**config.mk**
```make
export PLATFORM = sky130hd
export DESIGN_NAME = sbtc_top
export DESIGN_NICKNAME = d
export VERILOG_FILES = /design/src/shared/sbtc_pkg.sv /design/src/rtl/sbtc_input_path.sv /design/src/rtl/sbtc_top.sv
export SDC_FILE = /design/constraint.sdc
export NUM_CORES = 1
export LEC_CHECK = 0
export BUFFER_PORTS_ARGS = -buffer_cell sky130_fd_sc_hd__buf_2
export CAP_MARGIN = 20
export CELL_PAD_IN_SITES_DETAIL_PLACEMENT = 0
export CELL_PAD_IN_SITES_GLOBAL_PLACEMENT = 1
export CORE_MARGIN = 10
export CORE_UTILIZATION = 32
export CTS_CLUSTER_DIAMETER = 200
export CTS_CLUSTER_SIZE = 30
export DETAILED_ROUTE_END_ITERATION = 6
export GPL_TIMING_DRIVEN = 0
export PLACE_DENSITY_LB_ADDON = 0.05
export SLEW_MARGIN = 30
export SYNTH_ARGS = -nofsm -noshare
export SYNTH_HDL_FRONTEND = slang
export SYNTH_SLANG_ARGS = --single-unit
```
**constraint.sdc**
```tcl
create_clock -name mclk_i -period 2.3 [get_ports mclk_i]
set_input_delay 0.69 -clock mclk_i [delete_from_list [all_inputs] [get_ports mclk_i]]
set_output_delay 0.69 -clock mclk_i [all_outputs]
set_load 0.05 [all_outputs]
```
**src/shared/sbtc_pkg.sv**
```systemverilog
// constants, register map and carrier types of the sixteen-bit timer/counter
package sbtc_pkg;
    localparam int ADDR_W = 8;
    localparam int DATA_W = 32;
    localparam int COUNT_W = 16;
    localparam int PRESC_W = 3;
    localparam logic [ADDR_W-1:0] ADDR_CONTROL = 8'h10;
    localparam logic [ADDR_W-1:0] ADDR_COUNT = 8'h14;
    localparam logic [ADDR_W-1:0] ADDR_FLAGS = 8'h18;
    localparam logic [ADDR_W-1:0] ADDR_ENABLES = 8'h1c;
    localparam int OSC_BIT = 3;
    localparam int FLAG_BIT = 0;
    localparam int IE_BIT = 0;
    localparam logic [COUNT_W-1:0] COUNT_MAX = 16'hffff;
    localparam logic [COUNT_W-1:0] COUNT_RESET = 16'h0000;
    localparam logic [1:0] PRESC_1_8 = 2'h3;
    localparam logic [PRESC_W-1:0] PRESC_FULL = 3'h7;
    // internal instruction cycle, in ns, and the system clock period
    localparam int INSTR_CYCLE_NS = 80;
    localparam int CLK_PERIOD_NS = 20;
    localparam int CYCLE_DIV = (INSTR_CYCLE_NS + CLK_PERIOD_NS - 1) / CLK_PERIOD_NS;

    // control register layout, bit 5 down to bit 0
    typedef struct packed {
        logic [1:0] prescale;
        logic aux_osc_enable;
        logic ext_clock_sync_bypass;
        logic clock_source_select;
        logic counter_run;
    } sbtc_ctrl_t;
    localparam sbtc_ctrl_t CTRL_RESET = 6'h00;
    localparam int CTRL_W = $bits(sbtc_ctrl_t);

    // drive of the two shared port pins
    typedef struct packed {
        logic [1:0] out;
        logic [1:0] oe;
    } sbtc_pins_t;
endpackage
```
**src/rtl/sbtc_input_path.sv**
```systemverilog
// clock source selection and external edge detection for the counter input
`timescale 1ns/1ps
`default_nettype none
module sbtc_input_path
(
    input wire logic mclk_i,
    input wire logic reset_i,
    input wire logic ext_in_i,
    input wire logic src_sel_i,
    input wire logic sync_bypass_i,
    input wire logic cycle_tick_i,
    input wire logic sleep_i,
    output logic tick_o
);
    logic sync_1;
    logic sync_2;
    logic sync_3;
    logic async_q;
    logic sync_edge;
    logic async_edge;

    always_ff @(posedge mclk_i or posedge reset_i)
    begin
        if (reset_i)
        begin
            sync_1 <= 1'b0;
            sync_2 <= 1'b0;
            sync_3 <= 1'b0;
        end
        else
        begin
            sync_1 <= ext_in_i;
            sync_2 <= sync_1;
            sync_3 <= sync_2;
        end
    end

    always_ff @(posedge mclk_i or posedge reset_i)
    begin
        if (reset_i)
            async_q <= 1'b0;
        else
            async_q <= ext_in_i;
    end

    // the synchronised path stops with the internal clock in sleep
    assign sync_edge = sync_2 && !sync_3 && !sleep_i;
    assign async_edge = ext_in_i && !async_q;
    assign tick_o = !src_sel_i ? cycle_tick_i :
        (sync_bypass_i ? async_edge : sync_edge);
endmodule
`default_nettype wire

```
**src/rtl/sbtc_top.sv**
```systemverilog
// sixteen-bit timer/counter with apb register access
// Overview of operation
// - setting oscillator enable starts the built-in crystal oscillator
// - clearing oscillator enable stops the crystal oscillator
// - enabled oscillator makes both shared pins inputs, ignoring port direction
// - with external source, sync bit 1 bypasses synchroniser, 0 synchronises
// - source select 0 uses internal clock and ignores the sync bit
// - run bit 1 counts, 0 stops and holds the count
// - crystal oscillator keeps running during sleep
// - counter counts 0000h up to ffffh then wraps to 0000h
// - every overflow sets the latched overflow flag, flag bit 0
// - overflow interrupt raised only while enable bit 0 is set
// - internal source advances once per instruction cycle before prescaling
// - external source advances on each rising edge of external input, except in synchronised mode during sleep
//
// The APB interface to the registers was decided locally.
`timescale 1ns/1ps
`default_nettype none
module sbtc_top
#(
    parameter int CYCLE_DIV = sbtc_pkg::CYCLE_DIV
)
(
    input wire logic mclk_i,
    input wire logic reset_i,
    input wire logic psel_i,
    input wire logic penable_i,
    input wire logic pwrite_i,
    input wire logic [sbtc_pkg::ADDR_W-1:0] paddr_i,
    input wire logic [sbtc_pkg::DATA_W-1:0] pwdata_i,
    output logic [sbtc_pkg::DATA_W-1:0] prdata_o,
    output logic pready_o,
    output logic pslverr_o,
    input wire logic sleep_i,
    input wire logic ext_count_clock_pin_i,
    input wire logic crystal_clk_i,
    input wire logic [1:0] port_c_direction_i,
    input wire logic [1:0] port_c_out_i,
    output sbtc_pkg::sbtc_pins_t port_c_pins_o,
    output logic aux_osc_enable_o,
    output logic [sbtc_pkg::COUNT_W-1:0] count_o,
    output logic overflow_flag_o,
    output logic overflow_irq_o
);
    localparam int DIV_W = (CYCLE_DIV > 1) ? $clog2(CYCLE_DIV) : 1;

    sbtc_pkg::sbtc_ctrl_t ctrl;
    logic [sbtc_pkg::COUNT_W-1:0] count;
    logic flag;
    logic irq_enable;
    logic [DIV_W-1:0] cyc_cnt;
    logic cycle_tick;
    logic [sbtc_pkg::PRESC_W-1:0] pre_cnt;
    logic [sbtc_pkg::PRESC_W-1:0] pre_mask;
    logic ext_source;
    logic in_tick;
    logic inc;
    logic wrap;
    logic setup;
    logic access_wr;
    logic mapped;
    logic ctrl_wr;
    logic count_wr;
    logic flag_wr;
    logic ie_wr;
    logic [sbtc_pkg::DATA_W-1:0] next_rdata;
    logic [sbtc_pkg::COUNT_W-1:0] wr_count;

    // apb decode; the slave answers with no wait states
    assign setup = psel_i && !penable_i;
    assign access_wr = psel_i && penable_i && pwrite_i;
    assign mapped = (paddr_i == sbtc_pkg::ADDR_CONTROL) || (paddr_i == sbtc_pkg::ADDR_COUNT)
        || (paddr_i == sbtc_pkg::ADDR_FLAGS) || (paddr_i == sbtc_pkg::ADDR_ENABLES);
    assign ctrl_wr = access_wr && (paddr_i == sbtc_pkg::ADDR_CONTROL);
    assign count_wr = access_wr && (paddr_i == sbtc_pkg::ADDR_COUNT);
    assign flag_wr = access_wr && (paddr_i == sbtc_pkg::ADDR_FLAGS);
    assign ie_wr = access_wr && (paddr_i == sbtc_pkg::ADDR_ENABLES);
    assign pready_o = 1'b1;

    always_comb
    begin
        next_rdata = '0;
        unique case (paddr_i)
            sbtc_pkg::ADDR_CONTROL: next_rdata[sbtc_pkg::CTRL_W-1:0] = ctrl;
            sbtc_pkg::ADDR_COUNT: next_rdata[sbtc_pkg::COUNT_W-1:0] = count;
            sbtc_pkg::ADDR_FLAGS: next_rdata[sbtc_pkg::FLAG_BIT] = flag;
            sbtc_pkg::ADDR_ENABLES: next_rdata[sbtc_pkg::IE_BIT] = irq_enable;
            default: next_rdata = '0;
        endcase
    end

    // read data and error are captured in the setup cycle
    always_ff @(posedge mclk_i or posedge reset_i)
    begin
        if (reset_i)
        begin
            prdata_o <= '0;
            pslverr_o <= 1'b0;
        end
        else if (setup)
        begin
            prdata_o <= pwrite_i ? '0 : next_rdata;
            pslverr_o <= !mapped;
        end
        else if (!psel_i)
        begin
            prdata_o <= '0;
            pslverr_o <= 1'b0;
        end
    end

    // control register
    always_ff @(posedge mclk_i or posedge reset_i)
    begin
        if (reset_i)
            ctrl <= sbtc_pkg::CTRL_RESET;
        else if (ctrl_wr)
            ctrl <= pwdata_i[sbtc_pkg::CTRL_W-1:0];
    end

    always_ff @(posedge mclk_i or posedge reset_i)
    begin
        if (reset_i)
            irq_enable <= 1'b0;
        else if (ie_wr)
            irq_enable <= pwdata_i[sbtc_pkg::IE_BIT];
    end

    // oscillator enable is independent of sleep, so it keeps running
    assign aux_osc_enable_o = ctrl.aux_osc_enable;

    // shared pins become oscillator inputs while the oscillator runs
    always_comb
    begin
        port_c_pins_o.out = port_c_out_i;
        if (ctrl.aux_osc_enable)
            port_c_pins_o.oe = 2'h0;
        else
            port_c_pins_o.oe = ~port_c_direction_i;
    end

    // instruction cycle divider, halted in sleep
    always_ff @(posedge mclk_i or posedge reset_i)
    begin
        if (reset_i)
            cyc_cnt <= '0;
        else if (!sleep_i)
        begin
            if (cycle_tick)
                cyc_cnt <= '0;
            else
                cyc_cnt <= cyc_cnt + 1'b1;
        end
    end
    assign cycle_tick = !sleep_i && (cyc_cnt == DIV_W'(CYCLE_DIV - 1));

    // external input is the crystal clock while the oscillator runs
    assign ext_source = ctrl.aux_osc_enable ? crystal_clk_i : ext_count_clock_pin_i;

    sbtc_input_path u_input_path
    (
        .mclk_i(mclk_i),
        .reset_i(reset_i),
        .ext_in_i(ext_source),
        .src_sel_i(ctrl.clock_source_select),
        .sync_bypass_i(ctrl.ext_clock_sync_bypass),
        .cycle_tick_i(cycle_tick),
        .sleep_i(sleep_i),
        .tick_o(in_tick)
    );

    // prescaler: pass one of every 1, 2, 4 or 8 input ticks
    always_comb
    begin
        pre_mask = '0;
        for (int i = 0; i < sbtc_pkg::PRESC_W; i++)
        begin
            pre_mask[i] = (i < int'(ctrl.prescale));
        end
    end

    always_ff @(posedge mclk_i or posedge reset_i)
    begin
        if (reset_i)
            pre_cnt <= '0;
        else if (ctrl.counter_run && in_tick)
            pre_cnt <= pre_cnt + 1'b1;
    end

    assign inc = ctrl.counter_run && in_tick && ((pre_cnt & pre_mask) == pre_mask);
    assign wrap = inc && (count == sbtc_pkg::COUNT_MAX) && !count_wr;

    // write data as the counter takes it
    assign wr_count = pwdata_i[sbtc_pkg::COUNT_W-1:0];

    // counter; a software write wins over an increment
    always_ff @(posedge mclk_i or posedge reset_i)
    begin
        if (reset_i)
            count <= sbtc_pkg::COUNT_RESET;
        else if (count_wr)
            count <= wr_count;
        else if (inc)
            count <= count + 1'b1;
    end

    // overflow flag: a wrap in the clearing cycle still sets it
    always_ff @(posedge mclk_i or posedge reset_i)
    begin
        if (reset_i)
            flag <= 1'b0;
        else if (wrap)
            flag <= 1'b1;
        else if (flag_wr)
            flag <= pwdata_i[sbtc_pkg::FLAG_BIT];
    end

    assign count_o = count;
    assign overflow_flag_o = flag;
    assign overflow_irq_o = flag && irq_enable;
endmodule
`default_nettype wire

```
Word level (Yosys, flattened, before mapping)
Index checks and enable logic that the tools add are counted.
{"block": "word_totals", "inputBits": 52, "register_bits": 65, "out_inout_bits": 57, "elab_cells": 75}
{"block": "classes", "n_bitwise": 2, "magnitude_cmp": 3, "addsub": 3, "mux": 17, "eq_ne": 8, "reduce_logical": 27}
{"op": "two-way mux 32 bit", "n": 2}
{"op": "two-way mux 16 bit", "n": 3}
{"op": "== test 8 x 5 -> 1 bit, second input constant", "n": 4}
{"op": "adder 16 x 1 -> 16 bit, second input constant", "n": 1}
{"op": "== test 16 bit, second input constant", "n": 1}
{"op": "logical AND 1 bit", "n": 16}
{"op": "two-way mux 10 bit", "n": 1}
{"op": "case mux 5 bit (2 select lines)", "n": 1}
{"op": "two-way mux 1 bit", "n": 7}
{"op": "zero test 1 bit", "n": 6}
{"op": "< comparator 1 x 2 -> 1 bit, first input constant", "n": 2}
{"op": "two-way mux 2 bit", "n": 2}
{"op": "case mux 1 bit (4 select lines)", "n": 1}
{"op": "nonzero test 2 bit", "n": 2}
{"op": "adder 3 x 1 -> 3 bit, second input constant", "n": 1}
{"op": "AND 3 bit", "n": 1}
{"op": "== test 3 bit", "n": 1}
{"op": "logical OR 1 bit", "n": 3}
{"op": "adder 2 x 1 -> 2 bit, second input constant", "n": 1}
{"op": "== test 2 bit, second input constant", "n": 1}
{"op": "< comparator 2 bit, first input constant", "n": 1}
{"op": "inequality test 2 x 1 -> 1 bit, second input constant", "n": 1}
{"op": "inverter 2 bit", "n": 1}

Longest topological paths before layout
{"block": "logic_depth", "depth_word": 10, "depth_mapped": 7, "depth_no_buf": 6}

By module
From an unflattened synthesis, not the netlist that was laid out.
{"block": "unflattened", "hier_cells": 240, "area_unflattened_um2": 2606.2}
{"module": "sbtc_top", "n_inst": 1, "cells_per_inst": 232, "area_each_um2": 2488.6}
{"module": "sbtc_input_path", "n_inst": 1, "cells_per_inst": 8, "area_each_um2": 117.6}

Worst setup path after synthesis
No wires, ideal clock.
{"block": "synth_timing", "kind": "input to register", "start": "input port sleep_i", "end": "register count, in the netlist count_o[5]", "stages": 6, "setup_ps": 124, "n_path_buf": 1, "t_arrival_ps": 2501, "path_slack_ps": -325, "t_required_ps": 2176, "path_cell_list": "or4b_1 > o311a_2 > or4_4 > buf_2 > o21a_1 > o31a_1"}
{"block": "synth_via", "elab_chain_cells": 7, "elab_cells_between_ends": 8}
{"item": "start: declaration", "line_no": "sbtc_top.sv:34", "rtl": "input wire logic sleep_i,"}
{"item": "zero test 1 bit (*)", "line_no": "sbtc_input_path.sv:47, sbtc_top.sv:155"}
{"item": "logical AND 1 bit", "line_no": "sbtc_input_path.sv:47", "rtl": "assign sync_edge = sync_2 && !sync_3 && !sleep_i;"}
{"item": "two-way mux 1 bit", "line_no": "sbtc_input_path.sv:50", "rtl": "(sync_bypass_i ? async_edge : sync_edge);"}
{"item": "two-way mux 1 bit (*)", "line_no": "sbtc_input_path.sv:49", "rtl": "assign tick_o = !src_sel_i ? cycle_tick_i :"}
{"item": "logical AND 1 bit (*) (2 in series)", "line_no": "sbtc_top.sv:190", "rtl": "assign inc = ctrl.counter_run && in_tick && ((pre_cnt & pre_mask) == pre_mask);"}
{"item": "nonzero test 2 bit (no line) (*)"}
{"item": "end signal: assignment", "line_no": "sbtc_top.sv:200", "rtl": "count <= sbtc_pkg::COUNT_RESET;"}
{"item": "end signal: assignment", "line_no": "sbtc_top.sv:202", "rtl": "count <= wr_count;"}
{"item": "end signal: assignment", "line_no": "sbtc_top.sv:204", "rtl": "count <= count + 1'b1;"}
{"item": "end: declaration", "line_no": "sbtc_top.sv:48", "rtl": "logic [sbtc_pkg::COUNT_W-1:0] count;"}
Mark *: on every way between the ends. The rest lies on a longest branch, timed or not.
A chain may end at the register's enable or synchronous reset.

Final worst setup path
{"block": "layout_timing", "start": "input port sleep_i", "end": "register count, in the netlist count_o[7]"}
Same word-level chain as after synthesis.

==> impl_results.html <==
<table>
<tr><th>Metric</th><th>Value</th></tr>
<tr><th colspan="2">Worst setup path</th></tr>
<tr><td>CP startpoint kind</td><td>input pin</td></tr>
<tr><td>Endpoint type of the worst setup path</td><td>flop</td></tr>
<tr><td>Data arrival time of the critical path</td><td>2.54 ns</td></tr>
<tr><td>Critical path class</td><td>input pin to flop</td></tr>
<tr><td>Critical Path Source</td><td>sleep_i</td></tr>
<tr><td>Reg-to-reg startpoint</td><td>ctrl[2]$_DFFE_PP0P_</td></tr>
<tr><td>Required time reported for the critical path endpoint</td><td>2.53 ns</td></tr>
<tr><td>Maximum fanout along the worst path</td><td>6</td></tr>
<tr><th colspan="2">Synthesis</th></tr>
<tr><td>Proportion of synthesized chip area in sequential cells</td><td>0.471</td></tr>
<tr><td>Mean cell area of the mapped netlist</td><td>10.1 µm²</td></tr>
<tr><td>Top cell type by total area after synthesis</td><td>sky130_fd_sc_hd__dfrtp_1</td></tr>
<tr><td>Cells taking the most area after synthesis</td><td>sky130_fd_sc_hd__dfrtp_1, sky130_fd_sc_hd__buf_4, sky130_fd_sc_hd__mux2_2, sky130_fd_sc_hd__or4_1, sky130_fd_sc_hd__a22o_1</td></tr>
<tr><td>Distinct cells, synth</td><td>45</td></tr>
<tr><td>Post-synthesis cell area</td><td>2600 µm²</td></tr>
<tr><td>Register bit count reported by yosys</td><td>49</td></tr>
<tr><td>Area share of the largest cell type after synthesis</td><td>0.471</td></tr>
<tr><td>Post-synthesis instance total</td><td>259</td></tr>
<tr><td>Warnings from Yosys</td><td>0</td></tr>
<tr><th colspan="2">Final layout</th></tr>
<tr><td>Final nets</td><td>411</td></tr>
<tr><td>Layout Area Growth over Synthesis</td><td>29.2%</td></tr>
<tr><td>Commonest cells after routing, fill and taps aside</td><td>sky130_fd_sc_hd__buf_2, sky130_fd_sc_hd__dfrtp_1, sky130_fd_sc_hd__nand2_1, sky130_fd_sc_hd__buf_4, sky130_fd_sc_hd__conb_1</td></tr>
<tr><td>Fraction of layout cells with a size suffix above 1</td><td>0.361</td></tr>
<tr><td>Most common cell after layout, fill and taps aside</td><td>sky130_fd_sc_hd__buf_2</td></tr>
<tr><td>Antenna Cells</td><td>0</td></tr>
<tr><td>Final design area excluding fillers</td><td>3360 µm²</td></tr>
<tr><th colspan="2">CTS</th></tr>
<tr><td>Cell at the root of the clock tree</td><td>sky130_fd_sc_hd__clkbuf_8</td></tr>
<tr><td>Number of CTS-inserted buffers</td><td>5</td></tr>
<tr><td>Post-CTS Hold Fix Bufs</td><td>0</td></tr>
<tr><td>Total clock sinks</td><td>49</td></tr>
<tr><td>CTS H-tree lvls</td><td>2</td></tr>
<tr><td>Worst-case clock buffer depth</td><td>2</td></tr>
<tr><td>Clock tree from TritonCTS</td><td>done</td></tr>
<tr><td>Clk_lat worst skew</td><td>0.30 ns</td></tr>
<tr><td>Clock slew at the register clock pins of the worst setup and hold paths</td><td>0.10 ns</td></tr>
<tr><th colspan="2">Detailed routing</th></tr>
<tr><td>Drt drc</td><td>0</td></tr>
<tr><td>Wire per inst</td><td>16.6 µm</td></tr>
<tr><td>Final wirelength</td><td>7.62 mm</td></tr>
<tr><td>First-iteration detailed-routing DRC count</td><td>131</td></tr>
<tr><td>Remaining antenna violation count after routing</td><td>0</td></tr>
<tr><td>First-pass DRT Iterations</td><td>4</td></tr>
<tr><td>Vias</td><td>2246</td></tr>
<tr><td>Detail-routed via count per cell</td><td>4.89</td></tr>
<tr><th colspan="2">Global route</th></tr>
<tr><td>Total overflow reported by the global router</td><td>0</td></tr>
<tr><td>First-pass GRT wire length</td><td>11.9 mm</td></tr>
<tr><td>All-layer global routing usage</td><td>0.124</td></tr>
<tr><td>Number of antenna violations at the first check in global routing</td><td>0</td></tr>
<tr><td>Via count of the first global-routing pass</td><td>2246</td></tr>
<tr><td>Pin count of the biggest net entering global routing</td><td>33</td></tr>
<tr><th colspan="2">Floorplanning</th></tr>
<tr><td>Area of the core</td><td>7810 µm²</td></tr>
<tr><td>Number of ports placed on the die boundary</td><td>109</td></tr>
<tr><td>Site Rows</td><td>32</td></tr>
<tr><td>Chip Height</td><td>110 µm</td></tr>
<tr><td>Die Wd</td><td>110 µm</td></tr>
<tr><td>Area enclosed by the die boundary</td><td>12100 µm²</td></tr>
<tr><td>Initial cell density of the core</td><td>0.333</td></tr>
<tr><th colspan="2">Timing</th></tr>
<tr><td>Clock Skews</td><td>0.00908 ns</td></tr>
<tr><td>Highest attainable clock frequency</td><td>0.433 GHz</td></tr>
<tr><td>Slew at the pin closest to its max-slew limit</td><td>0.783 ns</td></tr>
<tr><td>RSZ-0062 raised after global routing</td><td>true</td></tr>
<tr><td>Hold violation total from the final report</td><td>0</td></tr>
<tr><td>Count of pins over their slew limit</td><td>0</td></tr>
<tr><td>Worst max-slew margin expressed relative to the limit</td><td>0.474</td></tr>
<tr><td>Worst setup slack after layout</td><td>-0.00692 ns</td></tr>
<tr><td>Post-route clock period utilization</td><td>1.00</td></tr>
<tr><td>Number of setup violations in the final report</td><td>1</td></tr>
<tr><td>Final worst path period need</td><td>2.31 ns</td></tr>
<tr><th colspan="2">Placed design</th></tr>
<tr><td>HPWL after DPL</td><td>5.94 mm</td></tr>
<tr><td>Area post-placement</td><td>3230 µm²</td></tr>
<tr><td>Number of buffer cells added on primary ports</td><td>72</td></tr>
<tr><td>RePlAce Congestion</td><td>0.728</td></tr>
<tr><th colspan="2">Power and ir drop</th></tr>
<tr><td>Maximum vdd ir drop</td><td>260 µV</td></tr>
<tr><td>Total power after layout</td><td>1.75 mW</td></tr>
<tr><td>Power per cell area</td><td>519 nW/µm²</td></tr>
<tr><td>Static leakage</td><td>1.67 nW</td></tr>
<tr><th colspan="2">Status</th></tr>
<tr><td>Failing checks</td><td>negative setup slack</td></tr>
<tr><td>Outcome</td><td>finished with violations</td></tr>
<tr><th colspan="2">Run</th></tr>
<tr><td>Max-cap violations</td><td>0</td></tr>
<tr><th colspan="2">Min path</th></tr>
<tr><td>Worst min path class</td><td>input pin to async pin</td></tr>
</table>
[cells by family (layout without fill, tap and decap cells)]
kind of cell	after synthesis	count (layout)	synth area share
other	2	17	0.00288
buffers and inverters	35	118	0.0783
multiplexers	17	17	0.0740
flip-flops	49	49	0.471
AND/OR/NAND/NOR	96	96	0.200
AO/OA/AOI/OAI	52	52	0.142
XOR/XNOR	5	5	0.0168
adder cells (fa/ha/maj)	3	3	0.0144
[power breakdown]
group	total, mW	internal, mW	switching, mW	leakage [nW]
registers	0.926	0.894	0.0317	0.657
logic	0.304	0.103	0.201	0.974
clock network	0.517	0.215	0.302	0.0374
[cells in the mapped netlist, drive strengths merged]
| cell type | n |
|---|---|
| nor3 | 3 |
| nand2 | 22 |
| o311a | 1 |
| xnor2 | 4 |
| and2b | 1 |
| mux4 | 1 |
| a32oi | 1 |
| a21o | 1 |
| o21ai | 13 |
| inv | 6 |
| or4b | 1 |
| a311o | 1 |
| dfrtp | 49 |
| nor4 | 5 |
| mux2 | 8 |
| nand3 | 7 |
| a22o | 10 |
| and2 | 9 |
| buf | 20 |
| a21oi | 1 |
| nor2 | 17 |
| mux2i | 8 |
| a21boi | 2 |
| o21a | 1 |
| or4 | 13 |
| o31ai | 6 |
| xor2 | 1 |
| and3 | 3 |
| or2 | 2 |
| or3 | 4 |
| o2111ai | 2 |
| a31oi | 8 |
| o41ai | 1 |
| conb | 2 |
| nand2b | 3 |
| o31a | 1 |
| ha | 3 |
| nand4 | 5 |
| o211ai | 3 |
| clkbuf | 9 |
| nor2b | 1 |
[metal layers]
| metal | global-route usage | routed length (µm) | up-vias |
|---|---|---|---|
| met5 | 0 | 0 | - |
| met4 | 0.0303 | 34 | 0 |
| met3 | 0.0331 | 566 | 2 |
| met2 | 0.201 | 3520 | 54 |
| met1 | 0.162 | 3500 | 1080 |
| li1 | - | - | 1110 |
[flip-flops by register name, indices dropped and copies added, names as in the netlist, 2 cells and up]
signal	count
ctrl	5
cyc_cnt	2
prdata_o	16
pre_cnt	3
count_o	16
[worst max-delay path, stage by stage]
cell,delay (ns)
sky130_fd_sc_hd__buf_8,0.10
sky130_fd_sc_hd__or4b_4,0.48
sky130_fd_sc_hd__o311a_4,0.17
sky130_fd_sc_hd__or4_4,0.48
sky130_fd_sc_hd__buf_6,0.16
sky130_fd_sc_hd__or3_1,0.30
sky130_fd_sc_hd__a31oi_1,0.16
[metrics by stage]
step	setup WS, ns	setup TNS, ns	utilization	std cells	hold slack [ns]
2_1_floorplan	-0.127	-1.43	-	274	0.346
3_3_place_gp	-0.649	-31.78	0.411	448	0.357
3_5_place_dp	-0.600	-13.25	0.414	449	0.360
4_1_cts	-0.0281	-0.0309	0.430	459	0.314
5_1_grt	-0.0649	-0.220	0.431	459	0.320
6_report	-0.00692	-0.00692	0.431	459	0.312
[area by class of cell]
type                    count  area (µm²)
plain buffers              28         191
clock buffers               6        72.6
clock inverters             2        15.0
fillers                   820        4440
inverters                   6        25.0
multi-input cells         190        1290
flip-flops and latches     49        1230
well taps                 102         128
repair buffers             76         410
[path summary, 6_finish.rpt]
check / end / slack, ns / cells after the start
setup / recovery: count_o[7]$_DFFE_PP0P_ / -0.007 / 7
hold / removal: prdata_o[9]$_DFFE_PP0P_ / 0.31 / 2
setup reg to reg: count_o[7]$_DFFE_PP0P_ / 0.04 / 6
hold reg to reg: u_input_path.sync_3$_DFF_PP0_ / 0.38 / 0
max in group asynchronous: count_o[2]$_DFFE_PP0P_ / 1.52 / 3
min in group mclk_i: u_input_path.sync_3$_DFF_PP0_ / 0.38 / 0
[what timing repair did]
item | in CTS | in global routing
setup buffers | 1 | 1
resized for setup | 7 | 6
pin swaps | 4 | 5
cloned | 1 | 0
endpoints found under the setup margin | 29 | 29
Note: power is estimated with default switching activity, not from simulation.
